--- src/verilog/drive_power_pkg.sv ---
package drive_power_pkg;

	localparam logic [15:0] cmd_word_index     = 16'h6040;
	localparam logic [15:0] state_word_index   = 16'h6041;
	localparam logic [15:0] uv_select_index    = 16'h3508;
	localparam logic [15:0] cmd_word_reset     = 16'h0000;
	localparam logic        uv_select_reset    = 1'h0;

	// Command word bit positions
	localparam int cmd_switch_on_bit   = 0;
	localparam int cmd_enable_volt_bit = 1;
	localparam int cmd_quick_stop_bit  = 2;
	localparam int cmd_enable_op_bit   = 3;
	localparam int cmd_fault_reset_bit = 7;

	// State word bit positions
	localparam int st_ready_bit        = 0;
	localparam int st_switched_on_bit  = 1;
	localparam int st_op_enabled_bit   = 2;
	localparam int st_fault_bit        = 3;
	localparam int st_voltage_bit      = 4;
	localparam int st_quick_stop_bit   = 5;
	localparam int st_sw_disabled_bit  = 6;
	localparam int st_warning_bit      = 7;

	// State patterns on bits 6,5,3,2,1,0
	localparam logic [5:0] pat_init      = 6'h00;
	localparam logic [5:0] pat_sw_disab  = 6'h30;
	localparam logic [5:0] pat_ready     = 6'h11;
	localparam logic [5:0] pat_sw_on     = 6'h13;
	localparam logic [5:0] pat_op_en     = 6'h17;
	localparam logic [5:0] pat_fault_rx  = 6'h1f;
	localparam logic [5:0] pat_fault     = 6'h18;

	typedef enum logic [2:0]
	{
		pds_init,
		pds_switch_on_disabled,
		pds_ready_to_switch_on,
		pds_switched_on,
		pds_operation_enabled,
		pds_fault_reaction,
		pds_fault
	} power_drive_state_t;

endpackage : drive_power_pkg

--- src/verilog/drive_power_state_machine.sv ---
`timescale 1ns/100ps
// Behaviour
// - Hold initializing during internal init, then enter switch-on-disabled unprompted.
// - Accept configuration parameter writes in every state except initializing.
// - Ready-to-switch-on invites main power; switched-on means main power present.
// - Shutdown is bits 2,1 set, bit 0 clear; disable-voltage is bit 1 clear.
// - Bits 2..0 set: bit 3 clear gives switched-on, set gives operation-enabled.
// - Enable-operation from ready passes through switched-on, then operation-enabled.
// - Quick stop (bit 2 clear, bit 1 set) is ignored, no state change.
// - In fault, rising control bit 7 clears errors and returns to switch-on-disabled.
// - Rising control bit 7 clears the warning flag in status bit 7.
// - Bit 7 rising outside fault changes no state; bits 0 to 3 still steer.
// - Status bits 6,5,3,2,1,0 report each state pattern, bit 4 shows main power.
// - While fault cause is determined, report fault-reaction-active pattern 011111.
// - Established fault reports 011000 with bit 3 marking the fault.
// - Commands come from the command word object, state goes to state word.
// - Main power loss in operation: select 1 faults, select 0 drops power state.
module drive_power_state_machine
(
	input  wire logic        clock,
	input  wire logic        resetn,
	input  wire logic        init_done,
	input  wire logic        main_power_pin,
	input  wire logic        fault_detect_pin,
	input  wire logic        fault_cause_done,
	input  wire logic        warning_event,
	input  wire logic        obj_write,
	input  wire logic        obj_read,
	input  wire logic [15:0] obj_index,
	input  wire logic [15:0] obj_wdata,
	output logic      [15:0] obj_rdata,
	output logic             obj_ack,
	output logic             obj_refused,
	output logic             uv_select,
	output drive_power_pkg::power_drive_state_t power_drive_state,
	output logic             servo_on,
	output logic             errors_clear
);

	logic main_power;
	logic fault_detect;

	pin_sync power_sync
	(
		.clock     (clock),
		.resetn    (resetn),
		.pin_in    (main_power_pin),
		.level_out (main_power)
	);

	pin_sync fault_sync
	(
		.clock     (clock),
		.resetn    (resetn),
		.pin_in    (fault_detect_pin),
		.level_out (fault_detect)
	);

	drive_power_pkg::power_drive_state_t state_q;
	drive_power_pkg::power_drive_state_t state_d;
	logic [15:0] cmd_q;
	logic [15:0] cmd_d;
	logic        uv_q;
	logic        uv_d;
	logic        warn_q;
	logic        warn_d;
	logic [15:0] rdata_q;
	logic [15:0] rdata_d;
	logic        ack_q;
	logic        ack_d;
	logic        refused_q;
	logic        refused_d;
	logic        clear_q;
	logic        clear_d;
	logic        cmd_wr;
	logic        reset_edge;
	logic        cmd_shutdown;
	logic        cmd_disable_volt;
	logic        cmd_switch_on;
	logic        cmd_enable_op;
	logic [5:0]  pattern;
	logic [15:0] status;

	// A fault reset is an edge between the old and newly written word
	always_comb
	begin
		cmd_wr     = obj_write && (obj_index == drive_power_pkg::cmd_word_index)
			&& (state_q != drive_power_pkg::pds_init);
		reset_edge = cmd_wr && obj_wdata[drive_power_pkg::cmd_fault_reset_bit]
			&& !cmd_q[drive_power_pkg::cmd_fault_reset_bit];
	end

	// Decoding runs on the held word, so a single write can walk two steps
	always_comb
	begin
		cmd_shutdown     = cmd_q[drive_power_pkg::cmd_quick_stop_bit]
			&& cmd_q[drive_power_pkg::cmd_enable_volt_bit]
			&& !cmd_q[drive_power_pkg::cmd_switch_on_bit];
		cmd_disable_volt = !cmd_q[drive_power_pkg::cmd_enable_volt_bit];
		cmd_switch_on    = cmd_q[drive_power_pkg::cmd_quick_stop_bit]
			&& cmd_q[drive_power_pkg::cmd_enable_volt_bit]
			&& cmd_q[drive_power_pkg::cmd_switch_on_bit];
		cmd_enable_op    = cmd_switch_on && cmd_q[drive_power_pkg::cmd_enable_op_bit];
	end

	always_comb
	begin
		state_d = state_q;
		case (state_q)
			drive_power_pkg::pds_init:
			begin
				if (init_done)
					state_d = drive_power_pkg::pds_switch_on_disabled;
			end
			drive_power_pkg::pds_switch_on_disabled:
			begin
				if (cmd_shutdown)
					state_d = drive_power_pkg::pds_ready_to_switch_on;
			end
			drive_power_pkg::pds_ready_to_switch_on:
			begin
				if (cmd_disable_volt)
					state_d = drive_power_pkg::pds_switch_on_disabled;
				else if (cmd_switch_on && main_power)
					state_d = drive_power_pkg::pds_switched_on;
			end
			drive_power_pkg::pds_switched_on:
			begin
				if (cmd_disable_volt)
					state_d = drive_power_pkg::pds_switch_on_disabled;
				else if (cmd_shutdown || !main_power)
					state_d = drive_power_pkg::pds_ready_to_switch_on;
				else if (cmd_enable_op)
					state_d = drive_power_pkg::pds_operation_enabled;
			end
			drive_power_pkg::pds_operation_enabled:
			begin
				if (!main_power && uv_q)
					state_d = drive_power_pkg::pds_fault_reaction;
				else if (!main_power)
					state_d = drive_power_pkg::pds_ready_to_switch_on;
				else if (cmd_disable_volt)
					state_d = drive_power_pkg::pds_switch_on_disabled;
				else if (cmd_shutdown)
					state_d = drive_power_pkg::pds_ready_to_switch_on;
				else if (cmd_switch_on && !cmd_enable_op)
					state_d = drive_power_pkg::pds_switched_on;
			end
			drive_power_pkg::pds_fault_reaction:
			begin
				if (fault_cause_done)
					state_d = drive_power_pkg::pds_fault;
			end
			drive_power_pkg::pds_fault:
			begin
				if (reset_edge)
					state_d = drive_power_pkg::pds_switch_on_disabled;
			end
			default:
				state_d = drive_power_pkg::pds_init;
		endcase
		// Detected faults outrank commands; a lingering error must not stop the reaction ending
		if (fault_detect && (state_q != drive_power_pkg::pds_init)
			&& (state_q != drive_power_pkg::pds_fault_reaction)
			&& (state_q != drive_power_pkg::pds_fault))
			state_d = drive_power_pkg::pds_fault_reaction;
	end

	always_comb
	begin
		case (state_q)
			drive_power_pkg::pds_switch_on_disabled: pattern = drive_power_pkg::pat_sw_disab;
			drive_power_pkg::pds_ready_to_switch_on: pattern = drive_power_pkg::pat_ready;
			drive_power_pkg::pds_switched_on:        pattern = drive_power_pkg::pat_sw_on;
			drive_power_pkg::pds_operation_enabled:  pattern = drive_power_pkg::pat_op_en;
			drive_power_pkg::pds_fault_reaction:     pattern = drive_power_pkg::pat_fault_rx;
			drive_power_pkg::pds_fault:              pattern = drive_power_pkg::pat_fault;
			default:                                 pattern = drive_power_pkg::pat_init;
		endcase
		status = 16'h0000;
		status[drive_power_pkg::st_sw_disabled_bit] = pattern[5];
		status[drive_power_pkg::st_quick_stop_bit]  = pattern[4];
		status[drive_power_pkg::st_fault_bit]       = pattern[3];
		status[drive_power_pkg::st_op_enabled_bit]  = pattern[2];
		status[drive_power_pkg::st_switched_on_bit] = pattern[1];
		status[drive_power_pkg::st_ready_bit]       = pattern[0];
		status[drive_power_pkg::st_voltage_bit]     = main_power;
		status[drive_power_pkg::st_warning_bit]     = warn_q;
	end

	always_comb
	begin
		cmd_d     = cmd_wr ? obj_wdata : cmd_q;
		uv_d      = uv_q;
		refused_d = 1'b0;
		ack_d     = obj_write || obj_read;
		rdata_d   = rdata_q;
		clear_d   = reset_edge && (state_q == drive_power_pkg::pds_fault);
		// A warning arriving with the clearing edge survives: set wins
		warn_d    = warning_event || (warn_q && !reset_edge);
		if (obj_write && (state_q == drive_power_pkg::pds_init))
			refused_d = 1'b1;
		else if (obj_write && (obj_index == drive_power_pkg::uv_select_index))
			uv_d = obj_wdata[0];
		if (obj_read)
		begin
			case (obj_index)
				drive_power_pkg::cmd_word_index:   rdata_d = cmd_q;
				drive_power_pkg::state_word_index: rdata_d = status;
				drive_power_pkg::uv_select_index:  rdata_d = {15'h0000, uv_q};
				default:                           rdata_d = 16'h0000;
			endcase
		end
	end

	always_ff @(posedge clock or negedge resetn)
	begin
		if (!resetn)
		begin
			state_q   <= drive_power_pkg::pds_init;
			cmd_q     <= drive_power_pkg::cmd_word_reset;
			uv_q      <= drive_power_pkg::uv_select_reset;
			warn_q    <= 1'b0;
			rdata_q   <= 16'h0000;
			ack_q     <= 1'b0;
			refused_q <= 1'b0;
			clear_q   <= 1'b0;
		end
		else
		begin
			state_q   <= state_d;
			cmd_q     <= cmd_d;
			uv_q      <= uv_d;
			warn_q    <= warn_d;
			rdata_q   <= rdata_d;
			ack_q     <= ack_d;
			refused_q <= refused_d;
			clear_q   <= clear_d;
		end
	end

	always_comb
	begin
		obj_rdata         = rdata_q;
		obj_ack           = ack_q;
		obj_refused       = refused_q;
		uv_select         = uv_q;
		power_drive_state = state_q;
		servo_on          = (state_q == drive_power_pkg::pds_operation_enabled);
		errors_clear      = clear_q;
	end

endmodule : drive_power_state_machine

--- src/verilog/pin_sync.sv ---
`timescale 1ns/100ps
module pin_sync
(
	input  wire logic clock,
	input  wire logic resetn,
	input  wire logic pin_in,
	output logic      level_out
);

	logic meta_q;
	logic meta_d;
	logic level_d;

	always_comb
	begin
		meta_d  = pin_in;
		level_d = meta_q;
	end

	always_ff @(posedge clock or negedge resetn)
	begin
		if (!resetn)
		begin
			meta_q    <= 1'b0;
			level_out <= 1'b0;
		end
		else
		begin
			meta_q    <= meta_d;
			level_out <= level_d;
		end
	end

endmodule : pin_sync
--- config.mk ---
export PLATFORM = sky130hd
export DESIGN_NAME = drive_power_state_machine
export DESIGN_NICKNAME = d
export VERILOG_FILES = /design/src/verilog/drive_power_pkg.sv /design/src/verilog/drive_power_state_machine.sv /design/src/verilog/pin_sync.sv
export SDC_FILE = /design/constraint.sdc
export NUM_CORES = 1
export LEC_CHECK = 0
export BUFFER_PORTS_ARGS = -buffer_cell sky130_fd_sc_hd__buf_2
export CORE_UTILIZATION = 30
export CTS_CLUSTER_DIAMETER = 30
export DETAILED_ROUTE_END_ITERATION = 8
export PLACE_DENSITY = 0.64
export SETUP_SLACK_MARGIN = 0.02
export SYNTH_ARGS = -nofsm -noshare
export SYNTH_HDL_FRONTEND = slang
export SYNTH_HIERARCHICAL = 1
export SYNTH_SLANG_ARGS = --single-unit
--- constraint.sdc ---
create_clock -name clock -period 4.9 [get_ports clock]
set_input_delay 0.98 -clock clock [delete_from_list [all_inputs] [get_ports clock]]
set_output_delay 0.98 -clock clock [all_outputs]
set_load 0.005 [all_outputs]
==> flow_summary.ini, run 1 <==
[timing]
final.setup.tns_ns = 0
max_freq_mhz = 377
timing_max_transition_violations_final = 0
slew-limit-headroom = 0.366
tightestPinTransition_ns = 0.950
setup_viol = 0
final_hold_viol_count = 0
timing.final.crit_share = 0.542
rsz0062_at_grt = false
fin_crit_ns = 2.65
skew_ns = 0.00369
postLayoutSetupSlackWorst_ns = 2.25

[synth]
yosys.cell_types.count = 46
synth-async-reset-ratio = 1.00
yosys_warning_count = 6
synth_nets = 232
adder_and_majority_gate_portion_of_the_synthesized_area = 0
post-synth-top-area-cell = dfrtp_1
yosys.area_share.xor_xnor = 0.00419
synth_mux_area_frac = 0.0903
synth_edf_count = 0
synth.yosys.seq_area_share = 0.526
netlist.area_leader.share = 0.526
simple_gate_share_of_the_synthesized_area = 0.191
synth_flop_cell = dfrtp_1
syn_avg_cell_area_um2 = 11.0
synthTopCellsByArea = dfrtp_1 (53%), mux2_1 (7.0%), a22o_1 (3.3%)
synth_top_family_by_area = simple AND/OR/NAND/NOR gates
post_synth_inst_count = 191
syn_area_um2 = 2090
synth-seq-cells = 44
fraction_of_the_mapped_netlist_area_in_compound_gates = 0.154

[drt]
detail_route.iter0.violations = 186
vias_per_cell = 5.21
detail_route.drc_violations = 0
drt_first_pass_iters = 4
dr_total_vias = 1747
post_drt_wl_per_cell_um = 15.3
routed_wl_um = 5120
final_antenna_net_count = 0

[die]
core_region_area_um2 = 6760
floorplan.rows = 30
ioPinCount = 65
chipWidth_um = 85.5
die-area_um2 = 7310
starting_density_of_the_core = 0.310
die-height_um = 85.5

[clocking]
cts_inserted_buffers = 5
cts_tree = yes
post_cts_buffers = 0
clk_buf_depth = 2
hold_buffers = 0
numClockSinks = 44
clk_root_buffer_cell = clkbuf_8
cts-htree-levels = 2
clkTransAtPathRegs_ns = 0.09
clock_latency_ns = 0.30
postCtsResizedCells = 0

[placement]
post-place-ws_ns = 1.93
final_estimated_routing_congestion_in_global_placement = 0.879
place.port_buffers = 64
hpwlAfterDp_um = 3630

[flow_run]
maxCapViolCount = 0

[layout]
nNetsFinal = 295
diode_count = 0
fillerInstances = 694
mostFrequentLayoutCell = buf_2
final_cell_mix = buf_2 (64), dfrtp_1 (44), o21ai_0 (13), mux2_1 (13), nand2_1 (12)
drive_gt1_frac = 0.325
area_growth_pct = 24.2

[worst_setup_path]
crit_path_end_kind = register
required_time_of_the_worst_setup_path_ns = 5.09
setup.worst_path.class = in -> reg
crit_arrival_ns = 2.85
reg2reg_slack_ns = 2.31
start_kind = input pin
cp_max_fanout = 13

[pwr]
power.density_nw_per_um2 = 365
irDropWorstVdd_mv = 0.222
power.static_leakage_nw = 1.29
design_power_total_mw = 0.949

[global_routing]
number_of_antenna_violations_at_the_first_check_in_global_routing = 0
track_usage = 0.145
grt_first_pass_wirelength_um = 8360
first_global_vias = 1698
grt_start_max_net_pins = 45
global_route.overflow_total = 0

[outcome]
status = completed

[hold_path]
min-delay-path-class = reg -> reg
-- metrics by stage --
step / cells / hold slack, ns / utilization / instance area [um2]
4_1_cts: 335 / 0.356 / 0.385 / 2600
2_1_floorplan: 191 / 0.331 / - / 2090
3_3_place_gp: 327 / 0.334 / 0.368 / 2480
3_5_place_dp: 327 / 0.335 / 0.368 / 2480
6_report: 335 / 0.354 / 0.385 / 2600
5_1_grt: 335 / 0.381 / 0.385 / 2600
-- metal layers --
layer / track usage / up-vias / wire length, um
met2: 0.225 / 74 / 2320
met3: 0.0462 / 10 / 405
met4: 0.0485 / 0 / 75
met5: 0 / - / 0
met1: 0.193 / 840 / 2320
li1: - / 823 / -
-- cell type report --
| type | instances | area, um2 | share of cell area |
|---|---|---|---|
| Clock buffer | 5 | 68.8 | 0.0265 |
| Clock inverter | 3 | 46.3 | 0.0178 |
| Inverter | 7 | 26.3 | 0.0101 |
| Multi-Input combinational cell | 130 | 921 | 0.354 |
| Sequential cell | 44 | 1100 | 0.424 |
| Tap cell | 80 | 100 | 0.0385 |
| Timing Repair Buffer | 66 | 335 | 0.129 |
-- power by group --
part	switching, mW	total (mW)	leakage [nW]	internal [mW]
Clock	0.133	0.286	0.0548	0.154
Combinational	0.112	0.224	0.654	0.112
Sequential	0.0609	0.439	0.578	0.378
-- Yosys cell counts (2+ instances only) --
library cell,count
or2_2,2
and3_1,2
a22oi_1,5
mux2i_1,2
clkbuf_1,7
a22o_1,8
o21ai_0,13
mux2_2,2
nand4bb_1,2
nand3b_1,2
nand4_1,2
nor3_1,5
nand3_1,3
nand2_1,12
nor2_1,8
a311oi_1,2
nand2b_1,5
a211oi_1,2
nor4b_1,2
a31oi_1,2
a21oi_1,4
buf_2,2
nor2b_1,11
mux2_1,13
dfrtp_1,44
a221o_1,3
inv_1,6
o2bb2ai_1,2
-- flip-flops by register name (all words and copies together), names as in the netlist --
| name | count |
|---|---|
| errors_clear | 1 |
| obj_ack | 1 |
| fault_sync/level_d | 1 |
| obj_rdata | 16 |
| power_sync/level_out | 1 |
| obj_refused | 1 |
| uv_select | 1 |
| warn_q | 1 |
| fault_sync/level_out | 1 |
| power_drive_state | 3 |
| cmd_q | 16 |
| power_sync/level_d | 1 |
-- cells by family (layout without fill, tap and decap cells) --
family	after synthesis	in the layout
xor+xnor	1	1
flops	44	44
mux	17	17
compound gates	46	46
buf+inv	17	81
simple gates	66	66
-- critical path, stage by stage --
cell and delay, ns:
buf_2 0.10, nor4b_1 0.37, nand3b_1 0.26, nor3_2 0.47, buf_4 0.31, mux2_2 0.35
-- path summary, 6_finish.rpt --
path	start	end	cells past startpoint
max	obj_index[8]	cmd_q[15]$_DFFE_PN0N_	6
max reg2reg	power_drive_state[1]$_DFFE_PN0P_	cmd_q[15]$_DFFE_PN0N_	5
min	power_sync/level_d$_DFF_PN0_	power_sync/level_out$_DFF_PN0_	0
min in group asynchronous	resetn	obj_rdata[9]$_DFFE_PN0P_	1
min reg2reg	power_sync/level_d$_DFF_PN0_	power_sync/level_out$_DFF_PN0_	0
max in group asynchronous	resetn	power_drive_state[1]$_DFFE_PN0P_	1
(Power assumes the default switching activity.)
==> run 2: changes to the inputs <==
clock period = 2.7 ns   (was 4.9 ns; I/O delays follow)
==> run 2 against run 1 <==
Net effect:
- routed wire length up 2.6%
- via count fell by 1.0%
- sequential cell count stayed put
- critical path depth decreased by 1
- register-to-register slack got worse by 1.7 ns
- worst hold slack worse by 0.23 ns
- critical endpoint is now power_drive_state[0]$_DFFE_PN0P_
- highest routed layer unchanged
==> flow_summary.ini, run 2 (synthesis gave the netlist of run 1 again) <==
[drt]
detail_route.wirelength.met1_um = 2400
detail_route.iter0.violations = 141
dr_total_vias = 1729
routed_wl_um = 5250
final_antenna_net_count = 0
met3_wirelength_um = 328
dr.max_layer_used = met4
vias_per_cell = 5.06
routed-wl-met2_um = 2460
detail_route.drc_violations = 0
drt_first_pass_iters = 4
post_drt_wl_per_cell_um = 15.4

[layout]
diode_count = 0
mostFrequentLayoutCell = buf_2
area_used_by_multi_input_combinational_logic_um2 = 921
drive_gt1_frac = 0.344
nNetsFinal = 302
regArea_um2 = 1100
area_growth_pct = 26.6
fillerInstances = 694
final_cell_mix = buf_2 (64), dfrtp_1 (44), o21ai_0 (13), mux2_1 (13), nand2_1 (12)

[global_routing]
number_of_antenna_violations_at_the_first_check_in_global_routing = 0
track_usage = 0.153
grt_first_pass_wirelength_um = 8600
first_global_vias = 1740
grt_start_max_net_pins = 31
global_route.overflow_total = 0

[clocking]
clock_latency_ns = 0.30
postCtsResizedCells = 0
cts-htree-levels = 2
clk_buf_depth = 2
clkTransAtPathRegs_ns = 0.09
hold_buffers = 0
cts_tree = yes
post_cts_buffers = 0
clk_root_buffer_cell = clkbuf_8
numClockSinks = 44
cts_inserted_buffers = 5

[worst_setup_path]
setup.worst_path.class = reg -> reg
reg2reg_slack_ns = 0.63
worst_r2r_endpoint = power_drive_state[0]$_DFFE_PN0P_
required_time_of_the_worst_setup_path_ns = 2.88
crit_arrival_ns = 2.24
worst_r2r_startpoint = power_drive_state[2]$_DFFE_PN0P_
crit_path_end_kind = register
start_kind = register
worstRegToRegCells = 5
cp_max_fanout = 4

[outcome]
status = completed

[die]
ioPinCount = 65
floorplan.rows = 30
die-height_um = 85.5
die-area_um2 = 7310
core_region_area_um2 = 6760
chipWidth_um = 85.5
starting_density_of_the_core = 0.310

[placement]
final_estimated_routing_congestion_in_global_placement = 0.828
post-place-ws_ns = 0.348
place.port_buffers = 64
hpwlAfterDp_um = 3780

[timing]
timing_max_transition_violations_final = 0
slew-limit-headroom = 0.635
tightestPinTransition_ns = 0.543
final.setup.tns_ns = 0
rsz0062_at_grt = false
fin_crit_ns = 2.07
final_hold_viol_count = 0
postLayoutSetupSlackWorst_ns = 0.635
max_freq_mhz = 484
setup_viol = 0
skew_ns = 0.00956
timing.final.crit_share = 0.765

[hold_path]
min-delay-path-class = in -> async

[pwr]
irDropWorstVdd_mv = 0.285
power.density_nw_per_um2 = 661
power.static_leakage_nw = 1.32

[flow_run]
maxCapViolCount = 0
## run 2: critical path: stages, from the launching register on
cell and delay [ns]:
dfrtp_1 0.36, nor3_1 0.10, or3b_4 0.41, or4_4 0.57
a221o_1 0.37, mux2i_1 0.13
## run 2: through the flow
| stage | instance area (um2) | util | std cells | power (mW) | hold slack [ns] |
|---|---|---|---|---|---|
| 6_report | 2650 | 0.392 | 342 | 1.75 | 0.124 |
| 2_1_floorplan | 2090 | - | 191 | 1.09 | 0.244 |
| 5_1_grt | 2650 | 0.392 | 342 | 1.86 | 0.139 |
| 3_5_place_dp | 2540 | 0.375 | 334 | 1.26 | 0.336 |
| 4_1_cts | 2650 | 0.392 | 342 | 1.77 | 0.122 |
| 3_3_place_gp | 2540 | 0.375 | 334 | 1.25 | 0.334 |
## run 2: per-layer routing
metal  vias up  track usage
li1        837            -
met1       828        0.197
met2        59        0.254
met3         5       0.0375
met4         0       0.0485
met5         -            0
## run 2: cell type report
| cell class | count | share of cell area |
|---|---|---|
| well taps | 80 | 0.0378 |
| repair buffers | 73 | 0.147 |
| clock inverters | 3 | 0.0161 |
| inverters | 7 | 0.00992 |
| multi-input cells | 130 | 0.348 |
| flip-flops and latches | 44 | 0.416 |
| clock buffers | 5 | 0.0260 |
## run 2: worst max-delay path by stage
stage / cells after the start / slack (ns) / start / end
final: 5 / 0.63 / power_drive_state[2]$_DFFE_PN0P_ / power_drive_state[0]$_DFFE_PN0P_
after global routing: 6 / 0.49 / obj_index[8] / power_drive_state[0]$_DFFE_PN0P_
after CTS: 5 / 0.62 / power_drive_state[0]$_DFFE_PN0P_ / power_drive_state[0]$_DFFE_PN0P_
after detailed placement: 6 / 0.35 / obj_index[8] / power_drive_state[0]$_DFFE_PN0P_
after global placement: 6 / 0.38 / obj_index[8] / power_drive_state[0]$_DFFE_PN0P_
after floorplan: 5 / 0.40 / obj_index[8] / cmd_q[10]$_DFFE_PN0N_
## run 2: power breakdown
part	switching, mW	internal, mW	total (mW)
Clock	0.232	0.274	0.506
Sequential	0.0150	0.689	0.704
Combinational	0.309	0.233	0.542
==> run 3: changes to the inputs <==
PLACE_DENSITY = 0.65   (was 0.64)
clock period = 1.7 ns   (was 2.7 ns; I/O delays follow)
==> run 3 against run 2 <==
Net effect:
- critical path type unchanged
- register-to-register slack worse by 0.79 ns
- clock skew is 0.0036 ns lower
- sequential power is 59% higher
- cell area is 11% higher
- cell count is 5.0% higher
- worst setup slack worse by 0.79 ns
- first-iteration DRC count is 18% lower
- total power is 62% higher
- the run now ends with negative setup slack left
- sequential cell count stayed put
- sequential share of layout area is 4.0 points lower
==> flow_summary.ini, run 3 (synthesis gave the netlist of run 1 again) <==
[placement]
hpwlAfterDp_um = 3870
final_estimated_routing_congestion_in_global_placement = 0.850
post-place-ws_ns = -0.335
place.port_buffers = 64

[worst_setup_path]
reg2reg_slack_ns = -0.15
cp_max_fanout = 2
start_kind = register
crit_slowest_cell = or4_4
crit_arrival_ns = 2.03
timing.critical_path.cells = nor3_2 -> or3b_4 -> or4_4 -> a221o_1 -> mux2i_1
crit_path_end_kind = register
setup.worst_path.class = reg -> reg
worst_path_largest_cell_delay_ns = 0.44
required_time_of_the_worst_setup_path_ns = 1.88

[layout]
fillerInstances = 660
mostFrequentLayoutCell = buf_2
nNetsFinal = 319
diode_count = 0
regArea_um2 = 1100
area_used_by_multi_input_combinational_logic_um2 = 1040
area_growth_pct = 40.0
final_cell_mix = buf_2 (64), dfrtp_1 (44), buf_4 (19)
drive_gt1_frac = 0.455

[timing]
tightestPinTransition_ns = 0.379
final_hold_viol_count = 0
postLayoutSetupSlackWorst_ns = -0.152
timing_max_transition_violations_final = 0
timing.final.crit_share = 1.09
skew_ns = 0.00593
fin_crit_ns = 1.85
slew-limit-headroom = 0.747
whs_ns = 0.143
setup_viol = 18
rsz0062_at_grt = true
max_freq_mhz = 540

[die]
chipWidth_um = 85.5
die-area_um2 = 7310
core_region_area_um2 = 6760
ioPinCount = 65
die-height_um = 85.5
floorplan.rows = 30
starting_density_of_the_core = 0.310

[pwr]
power.static_leakage_nw = 1.43
power.density_nw_per_um2 = 966
irDropWorstVdd_mv = 0.416

[global_routing]
number_of_antenna_violations_at_the_first_check_in_global_routing = 0
track_usage = 0.157
grt_first_pass_wirelength_um = 9000
global_route.overflow_total = 0
first_global_vias = 1822
grt_start_max_net_pins = 20

[drt]
post_drt_wl_per_cell_um = 15.2
final_antenna_net_count = 0
dr_total_vias = 1804
detail_route.iter0.violations = 116
drt_first_pass_iters = 6
routed_wl_um = 5470
detail_route.drc_violations = 0
vias_per_cell = 5.03

[clocking]
clock_latency_ns = 0.29
clk_buf_depth = 2
clk_root_buffer_cell = clkbuf_8
clkTransAtPathRegs_ns = 0.09
cts-htree-levels = 2
cts_tree = yes
numClockSinks = 44
cts_inserted_buffers = 5

[outcome]
status = finished with violations
failed_checks = negative setup slack

[hold_path]
min-delay-path-class = in -> reg

[flow_run]
maxCapViolCount = 0
-- run 3: changes by cell type in the layout (fill, tap and decap cells not counted), sizes merged --
cell,change
dlygate4sd3,+1
clkinv,-1
clkinvlp,+1
bufinv,-1
clkbuf,+1
buf,+16
-- run 3: cell type report --
class | count | share of cell area
Tap cell | 80 | 0.0342
Clock inverter | 2 | 0.00513
Multi-Input combinational cell | 130 | 0.357
Sequential cell | 44 | 0.376
Inverter | 7 | 0.00897
Timing Repair Buffer | 90 | 0.191
Clock buffer | 6 | 0.0282
-- run 3: through the flow --
stage	util	setup TNS (ns)	power [mW]	instances	area, um2
final	0.433	-1.64	2.83	359	2930
after global routing	0.433	-2.47	3.00	359	2930
after CTS	0.430	-1.91	2.78	360	2910
after detailed placement	0.402	-5.22	2.06	346	2720
after global placement	0.402	-4.14	2.05	346	2720
after floorplan	-	-3.47	1.76	191	2170
-- run 3: worst paths after layout --
check,startpoint,end,depth (start not counted)
hold reg to reg,power_sync/level_d$_DFF_PN0_,power_sync/level_out$_DFF_PN0_,0
max in group asynchronous,resetn,obj_rdata[12]$_DFFE_PN0P_,3
setup reg to reg,power_drive_state[1]$_DFFE_PN0P_,power_drive_state[0]$_DFFE_PN0P_,5
min in group asynchronous,resetn,obj_rdata[0]$_DFFE_PN0P_,2
setup / recovery,power_drive_state[1]$_DFFE_PN0P_,power_drive_state[0]$_DFFE_PN0P_,5
hold / removal,main_power_pin,power_sync/level_d$_DFF_PN0_,1
-- run 3: worst max-delay path: cells and delay by family, from the launching register on --
| family | cells | cell delay (ns) |
|---|---|---|
| AO/OA/AOI/OAI | 1 | 0.35 |
| multiplexers | 1 | 0.13 |
| AND/OR/NAND/NOR | 3 | 0.90 |
| flip-flops | 1 | 0.37 |
-- run 3: layer usage --
| layer | global-route usage | vias to the layer above | part of all wire | wire length [um] |
|---|---|---|---|---|
| li1 | - | 875 | - | - |
| met1 | 0.212 | 873 | 0.45 | 2470 |
| met2 | 0.250 | 50 | 0.48 | 2620 |
| met3 | 0.0366 | 6 | 0.057 | 313 |
| met4 | 0.0545 | 0 | 0.013 | 72 |
| met5 | 0 | - | 0 | 0 |
-- run 3: timing repair --
item	CTS	global route
endpoints found under the setup margin	19	22
setup buffers	4	0
hold endpoints to repair	12	0
pin swaps	0	4
cloned	1	0
hold buffers	1	0
gates resized for setup	7	10
-- run 3: power breakdown --
part           switching, mW  total, mW  internal, mW
Sequential            0.0241       1.12          1.09
Combinational          0.569       1.02         0.447
Clock                  0.366      0.695         0.329
Total                  0.959       2.83          1.87
